File: src/vector_locator_cfg.svh
// Constants for the reset and interrupt vector locator
`ifndef VECTOR_LOCATOR_CFG_SVH
`define VECTOR_LOCATOR_CFG_SVH
`define ADDR_W        12
`define NUM_SRC       25
`define RESET_OFFSET  12'h000
`define FIRST_VECTOR  12'h001
`define LAST_VECTOR   12'h019
`define NO_SOURCE     5'h00
`define SLOT_WORDS    12'h001
`define BOOT_RESET    12'hc00
`define FUSE_PROGRAMMED 1'b0
`endif

File: src/vector_locator_pkg.sv
// Types shared by the vector locator
`default_nettype none
package vector_locator_pkg;
    typedef enum logic [1:0] {
        ST_IDLE  = 2'b00,
        ST_RESET = 2'b01,
        ST_IRQ   = 2'b10
    } jump_state_t;
endpackage : vector_locator_pkg
`default_nettype wire
File: src/priority_pick.sv
// Lowest-index request picker
`include "vector_locator_cfg.svh"
`default_nettype none
module priority_pick #(
    parameter int N = `NUM_SRC,
    parameter int W = 5
) (
    input  wire logic [N-1:0] req,
    output logic              any,
    output logic [W-1:0]      index
);
    // Scan from the top so the lowest set bit is written last
    always_comb
    begin
        any   = 1'b0;
        index = '0;
        for (int i = N - 1; i >= 0; i--)
        begin
            if (req[i])
            begin
                any   = 1'b1;
                index = W'(i);
            end
        end
    end
endmodule : priority_pick
`default_nettype wire

File: src/reset_irq_vector_locator.sv
// Reset and interrupt vector address generator
`include "vector_locator_cfg.svh"
`default_nettype none
module reset_irq_vector_locator #(
    parameter int                         NSRC      = `NUM_SRC,
    parameter logic [`ADDR_W-1:0]         BOOT_ADDR = `BOOT_RESET
) (
    input  wire logic                     CLK,
    input  wire logic                     RESET,
    input  wire logic                     BOOT_RESET_FUSE,
    input  wire logic                     VECTOR_TABLE_SELECT_BIT,
    input  wire logic [NSRC-1:0]          IRQ_PENDING,
    input  wire logic                     IRQ_ACCEPT,
    output logic                          JUMP_VALID,
    output logic [`ADDR_W-1:0]            JUMP_ADDR,
    output logic                          JUMP_IS_RESET,
    output logic [4:0]                    JUMP_SOURCE
);
    import vector_locator_pkg::*;

    // How a jump is formed:
    // after every reset release the sequencer forms the reset entry once;
    // from then on each accept with a source pending becomes one jump,
    // two edges after the accept; the target is worked out at issue time
    // from the fuse, the select bit and the lowest pending source.
    // The core must not accept again until it has seen the strobe;
    // an accept in the cycle after a take is simply not looked at.

    // Sequencer state; the reset entry goes out once per release
    jump_state_t          state;           // Current phase
    jump_state_t          next_state;      // Phase after this edge
    logic                 reset_seen;      // Reset entry already issued
    logic                 next_reset_seen; // Raised with the reset entry

    // Next values of the output registers
    logic                 next_valid;      // One-cycle jump strobe
    logic [`ADDR_W-1:0]   next_addr;       // Jump target word address
    logic                 next_is_reset;   // Target is the reset entry
    logic [4:0]           next_source;     // Source index of the jump

    // Combinational helpers
    logic                 pick_any;        // Some source pending
    logic [4:0]           pick_index;      // Lowest pending source
    logic [`ADDR_W-1:0]   table_base;      // Base of vector table
    logic [`ADDR_W-1:0]   reset_target;    // Reset entry address

    // Lowest vector number has highest priority
    // A plain scan is enough for 25 sources at this clock; a tree
    // would only pay off for far wider request vectors
    priority_pick #(
        .N (NSRC),
        .W (5)
    ) u_pick (
        .req   (IRQ_PENDING),
        .any   (pick_any),
        .index (pick_index)
    );

    // Address selection: fuse and select bit are independent
    // Both are static settings on the core clock, so no synchroniser;
    // a change only shows in the next jump issued
    always_comb
    begin
        // Zero on the fuse means programmed: reset lands in the boot section
        reset_target = (BOOT_RESET_FUSE == `FUSE_PROGRAMMED) ? BOOT_ADDR : `RESET_OFFSET;
        // Select bit moves the interrupt table only, never the reset entry
        table_base   = VECTOR_TABLE_SELECT_BIT ? BOOT_ADDR : `RESET_OFFSET;
    end

    // Next jump: reset entry once, then interrupts on accept
    // Address, reset flag and source keep their last values unless a jump is issued; the strobe drops back to zero
    always_comb
    begin
        next_state      = state;
        next_reset_seen = reset_seen;
        next_valid      = 1'b0;
        next_addr       = JUMP_ADDR;
        next_is_reset   = JUMP_IS_RESET;
        next_source     = JUMP_SOURCE;
        unique case (state)
            ST_IDLE:
            begin
                if (!reset_seen)
                begin
                    // First cycle out of reset: form the reset entry
                    next_state = ST_RESET;
                end
                else if (IRQ_ACCEPT && pick_any)
                begin
                    // Take; an accept with nothing pending is ignored
                    next_state = ST_IRQ;
                end
                else
                begin
                    // Nothing to do, stay idle
                    next_state = ST_IDLE;
                end
            end
            ST_RESET:
            begin
                // Reset entry issued one cycle
                next_valid      = 1'b1;
                next_addr       = reset_target;
                next_is_reset   = 1'b1;
                next_source     = `NO_SOURCE;
                next_reset_seen = 1'b1;
                next_state      = ST_IDLE;
            end
            ST_IRQ:
            begin
                // Base + first vector + index slots, one word each
                // Pending is looked at again here, not at the accept,
                // so a lower source that rose in between wins
                next_valid    = 1'b1;
                next_addr     = table_base + `FIRST_VECTOR
                              + (`ADDR_W'(pick_index) * `SLOT_WORDS);
                next_is_reset = 1'b0;
                next_source   = pick_index;
                next_state    = ST_IDLE;
            end
            default:
            begin
                // Illegal code: back to idle without a jump
                next_state = ST_IDLE;
            end
        endcase
    end

    // Register everything; outputs come from flops
    // Reset clears reset_seen, so every release issues the entry again
    always_ff @(posedge CLK)
    begin
        if (RESET)
        begin
            // Quiet outputs while reset is held
            state         <= ST_IDLE;
            reset_seen    <= 1'b0;
            JUMP_VALID    <= 1'b0;
            JUMP_ADDR     <= `RESET_OFFSET;
            JUMP_IS_RESET <= 1'b0;
            JUMP_SOURCE   <= `NO_SOURCE;
        end
        else
        begin
            // Phase and outputs advance together
            state         <= next_state;
            reset_seen    <= next_reset_seen;
            JUMP_VALID    <= next_valid;
            JUMP_ADDR     <= next_addr;
            JUMP_IS_RESET <= next_is_reset;
            JUMP_SOURCE   <= next_source;
        end
    end

    // Checks on the jump stream, all on the core clock
    // They watch this block's outputs, its inputs and its sequencer state

    // Reset entry follows the fuse as it stood when the entry was formed
    a_reset_entry_addr: assert property (@(posedge CLK) disable iff (RESET)
        (JUMP_VALID && JUMP_IS_RESET) |->
        (JUMP_ADDR == (($past(BOOT_RESET_FUSE) == `FUSE_PROGRAMMED) ? BOOT_ADDR : `RESET_OFFSET)))
        else $error("Reset entry address wrong");

    // Interrupt target: table base, first vector, one word per source
    // The select bit is taken from the issue cycle, like the design does
    a_irq_vector_addr: assert property (@(posedge CLK) disable iff (RESET)
        (JUMP_VALID && !JUMP_IS_RESET) |->
        (JUMP_ADDR == ($past(VECTOR_TABLE_SELECT_BIT) ? BOOT_ADDR : `RESET_OFFSET)
                      + `FIRST_VECTOR + `ADDR_W'(JUMP_SOURCE)))
        else $error("Interrupt vector address wrong");

    // Reset entry on the second edge after release, never on the first
    a_reset_after_rel: assert property (@(posedge CLK)
        $fell(RESET) |-> !JUMP_VALID ##1 !JUMP_VALID ##1 (JUMP_VALID && JUMP_IS_RESET))
        else $error("Reset entry not issued after release");

    // An accepted interrupt is answered exactly two edges later
    a_accept_to_jump: assert property (@(posedge CLK) disable iff (RESET)
        (state == ST_IDLE && reset_seen && IRQ_ACCEPT && |IRQ_PENDING) |-> ##2 (JUMP_VALID && !JUMP_IS_RESET))
        else $error("Accepted interrupt gave no jump");

    // Nothing pending below the source served, and that source was pending
    a_lowest_first: assert property (@(posedge CLK) disable iff (RESET)
        (state == ST_IRQ) |=> ((($past(IRQ_PENDING) & ~({NSRC{1'b1}} << JUMP_SOURCE)) == '0)
                              && (($past(IRQ_PENDING) & ({{(NSRC-1){1'b0}}, 1'b1} << JUMP_SOURCE)) != '0)))
        else $error("Not the lowest pending source");

    // The strobe never stands for two cycles in a row
    a_valid_one_cycle: assert property (@(posedge CLK) disable iff (RESET)
        JUMP_VALID |=> !JUMP_VALID)
        else $error("Jump valid held too long");

    // Targets in the application table stay inside the vector slots
    a_vec_in_range: assert property (@(posedge CLK) disable iff (RESET)
        (JUMP_VALID && !JUMP_IS_RESET && !$past(VECTOR_TABLE_SELECT_BIT)) |->
        (JUMP_ADDR >= `FIRST_VECTOR && JUMP_ADDR <= `LAST_VECTOR))
        else $error("Vector outside table");

    // Only one reset entry per release of reset
    a_reset_once: assert property (@(posedge CLK) disable iff (RESET)
        (JUMP_VALID && JUMP_IS_RESET) |-> !$past(reset_seen))
        else $error("Reset entry repeated");

    // The reset entry names no interrupt source
    a_reset_no_source: assert property (@(posedge CLK) disable iff (RESET)
        (JUMP_VALID && JUMP_IS_RESET) |-> (JUMP_SOURCE == `NO_SOURCE))
        else $error("Reset entry carries a source");

    // The target only moves together with the strobe
    a_addr_holds: assert property (@(posedge CLK) disable iff (RESET)
        !JUMP_VALID |-> $stable(JUMP_ADDR))
        else $error("Jump address changed without strobe");

    // An accept with nothing pending leaves the sequencer idle
    a_empty_refused: assert property (@(posedge CLK) disable iff (RESET)
        (state == ST_IDLE && reset_seen && !(|IRQ_PENDING)) |=> (state == ST_IDLE))
        else $error("Sequencer left idle with nothing pending");

    // Interrupt jumps name a source that exists
    a_source_legal: assert property (@(posedge CLK) disable iff (RESET)
        (JUMP_VALID && !JUMP_IS_RESET) |-> (JUMP_SOURCE < NSRC))
        else $error("Jump source out of range");
endmodule : reset_irq_vector_locator
`default_nettype wire

File: config.mk
export PLATFORM = sky130hd
export DESIGN_NAME = reset_irq_vector_locator
export DESIGN_NICKNAME = d
export VERILOG_FILES = /design/src/vector_locator_pkg.sv /design/src/priority_pick.sv /design/src/reset_irq_vector_locator.sv
export VERILOG_INCLUDE_DIRS = /design/src
export SDC_FILE = /design/constraint.sdc
export NUM_CORES = 1
export LEC_CHECK = 0
export BUFFER_PORTS_ARGS = -buffer_cell sky130_fd_sc_hd__buf_2
export CAP_MARGIN = 0
export CORE_ASPECT_RATIO = 0.7
export CORE_MARGIN = 1
export CORE_UTILIZATION = 45
export CTS_CLUSTER_SIZE = 16
export DETAILED_ROUTE_END_ITERATION = 6
export HOLD_SLACK_MARGIN = 0.15
export PLACE_DENSITY = 0.76
export SKIP_LAST_GASP = 1
export SYNTH_ARGS = -nofsm -noshare
export SYNTH_HDL_FRONTEND = slang
export SYNTH_HIERARCHICAL = 1
export SYNTH_SLANG_ARGS = --single-unit
File: constraint.sdc
create_clock -name CLK -period 5.2 [get_ports CLK]
set_input_delay 1.3 -clock CLK [delete_from_list [all_inputs] [get_ports CLK]]
set_output_delay 1.3 -clock CLK [all_outputs]
set_load 0.02 [all_outputs]
==> results.toml <==
[logic_synthesis]
postSynthCellCount = 138
synth_cell_types = 41
yosysWarnings = 6
ys_seq_area_share_pct = 30.0
synthesis.area_sq_mm = 0.00114
postSynthAreaPerCell_sq_um = 8.23
ys_top_cells_by_area = "dfxtp_1 30%, nand2b_1 6.6%, nor2_1 5.0%, nand3_1 4.8%, ha_1 4.4%"
yosys.area.top_type = "dfxtp_1"
synth_top_area_share_pct = 30.0
synth_seq_cells = 17

[floorplan]
die_w_um = 62.1
die_y_um = 44.0
num_rows = 14
io_pins = 49
dieArea_sq_mm = 0.00273
core_sq_mm = 0.00226
start_util_pct = 50.3

[worst_setup_path]
worstSetupEndpointType = "flip-flop"
crit_start = "IRQ_PENDING[13]"
worstPathArrival_ns = 3.40
critical_path_class = "input port to flip-flop"
endpoint = "JUMP_ADDR[4]"
r2r_slack_ns = 3.51
reg2reg_depth = 5
r2r_end = "JUMP_ADDR[5]"
path_max_fanout = 4
crit_required_ns = 5.37
reg2reg_from = "state[0]"
cp-start-kind = "input port"

[sta]
max_freq_mhz = 310
tns_ns = 0
tightest_slew_ns = 0.718
fin_crit_sh_pct = 62.0
finalHoldViolations = 0
slew_viol_final = 0
slew_headroom_pct = 52.1
period_needed_ns = 3.22
finalSetupViolCount = 0
rsz0062_at_grt = "false"
fin_skew_ns = 0.00451

[final_layout]
final_common_cell = "buf_2"
finalInstanceArea_sq_mm = 0.00134
drive_above_1_share_pct = 30.9
final_cell_mix = "44 x buf_2, 17 x dfxtp_1, 15 x nor2_1"
nets = 213
area_growth_pct = 17.8
diodes = 0

[clock_network]
cts_root_buffer = "clkbuf_4"
clk_pin_slew_ns = 0.10
clock-sinks = 17
cts_tree = "done"
ctsResizeCount = 0
cts_max_level = 1
post-cts-setup-buffers = 0
clock_latency_ns = 0.29
cts_made_buffers = 3
ctsHoldBuffers = 0
clock_path_buffers = 2

[placed_design]
gp_congestion = 0.858
port_buffers = 44
post_dp_cell_area_sq_mm = 0.00131
hpwl_um = 2050

[hold_path]
hp-class = "flip-flop to flip-flop"
hold_path_depth = 1

[grt]
grt.overflow.total = 0
grt_max_degree = 29
grt_pass1_wl_um = 4290
antenna_found_initial = 0
track_usage_pct = 21.0
grt_pass1_vias = 1021

[power_and_ir_drop]
p_int_mw = 0.193
combPwrFrac_pct = 25.0
leakage_nw = 0.572
p_total_mw = 0.277
swShare_pct = 30.5
p_seq_share_pct = 49.8
p_per_area_mw_per_mm2 = 207
p_sw_mw = 0.0845
ir_drop_mv = 0.167
p_clk_share_pct = 25.2

[detailed_routing]
num_vias = 1119
routed_wl_um = 2590
first_pass_iters = 4
wl_per_cell_um = 12.3
first_iter_violations = 40
vias_per_cell = 5.33
drc_errors = 0
ant_nets = 0

[job]
cap_violations = 0

[outcome]
outcome = "finished, final reports clean"
==> area by class of cell <==
type / count / area, sq um
Clock buffer: 4 / 26.3
Fill cell: 219 / 921
Inverter: 5 / 18.8
Multi-Input combinational cell: 108 / 693
Sequential cell: 17 / 340
Tap cell: 32 / 40.0
Timing Repair Buffer: 44 / 220
==> state kept, by name (all words and copies together) (netlist names) <==
register / flops
JUMP_ADDR: 7
JUMP_SOURCE: 5
state: 2
JUMP_IS_RESET: 1
JUMP_VALID: 1
reset_seen: 1
==> Yosys cell counts <==
library cell / n
nor2b_1: 5
a211oi_1: 1
and2b_1: 1
o221ai_2: 2
o311a_1: 1
o21bai_1: 3
nand2_1: 3
a21oi_1: 8
nand2b_1: 12
nand4b_2: 1
nand3b_1: 2
o22ai_1: 1
buf_6: 4
inv_1: 5
a21o_1: 1
a221oi_1: 1
nor3_1: 4
a21oi_2: 2
a21boi_1: 1
dfxtp_1: 17
buf_4: 6
ha_1: 4
nor4bb_1: 1
o211ai_1: 2
nand3_1: 11
nor4_1: 6
o21ai_1: 1
nand4_1: 3
and3_1: 2
nor4_2: 1
o21ai_0: 2
conb_1: 1
xor2_1: 1
nor2_1: 15
o311ai_0: 1
a2111oi_1: 1
or3_2: 1
a211oi_2: 1
buf_2: 1
or4_1: 1
nor3b_1: 1
==> kinds of logic after synthesis <==
logic type / synth area share, %
AOI/OAI and AO/OA: 19.3
xor gates and xnor gates: 0.771
adders and majority gates: 4.41
buffers and inverters: 10.0
DFF: 30.0
other: 0.330
and+or+nand+nor: 35.2
==> metal layers <==
layer / track usage [%] / part of all wire [%] / vias to the layer above
met5: 0 / 0 / -
met4: 2.67 / 0 / 0
met3: 6.14 / 5.1 / 0
met2: 34.9 / 47 / 29
met1: 27.8 / 48 / 514
li1: - / - / 576
==> critical path, stage by stage <==
cell and delay (ns):
buf_2 0.12, nor4_2 0.33, o21ai_1 0.12, o311a_1 0.12
a2111oi_1 0.69, ha_1 0.32, nand3_1 0.14, nand4_1 0.16
o221ai_2 0.10
==> power by group through the flow <==
stage	Clock (mW)	Combinational, mW	Sequential (mW)
final	0.0698	0.0693	0.138
after global routing	0.0784	0.0772	0.139
after CTS	0.0721	0.0692	0.138
after detailed placement	0	0.0689	0.141
after global placement	0	0.0669	0.141
after floorplan	0	0.0487	0.145
==> how the worst min path moves through the flow <==
stage | start | slack [ns] | to
3_3_place_gp | reset_seen | 0.42 | state[0]
4_1_cts | reset_seen | 0.45 | state[0]
3_5_place_dp | reset_seen | 0.43 | state[0]
6_report | reset_seen | 0.45 | state[0]
5_1_grt | reset_seen | 0.46 | state[0]
2_1_floorplan | reset_seen | 0.41 | state[0]
==> through the flow <==
| step | utilization, % | hold slack [ns] | std cells | worst slack, ns |
|---|---|---|---|---|
| after floorplan | - | 0.413 | 141 | 2.14 |
| after global placement | 58.1 | 0.419 | 206 | 1.86 |
| after global routing | 59.2 | 0.459 | 210 | 1.88 |
| after CTS | 59.2 | 0.448 | 210 | 2.01 |
| after detailed placement | 58.1 | 0.435 | 206 | 1.70 |
| final | 59.2 | 0.446 | 210 | 1.98 |
(Power assumes the default switching activity.)
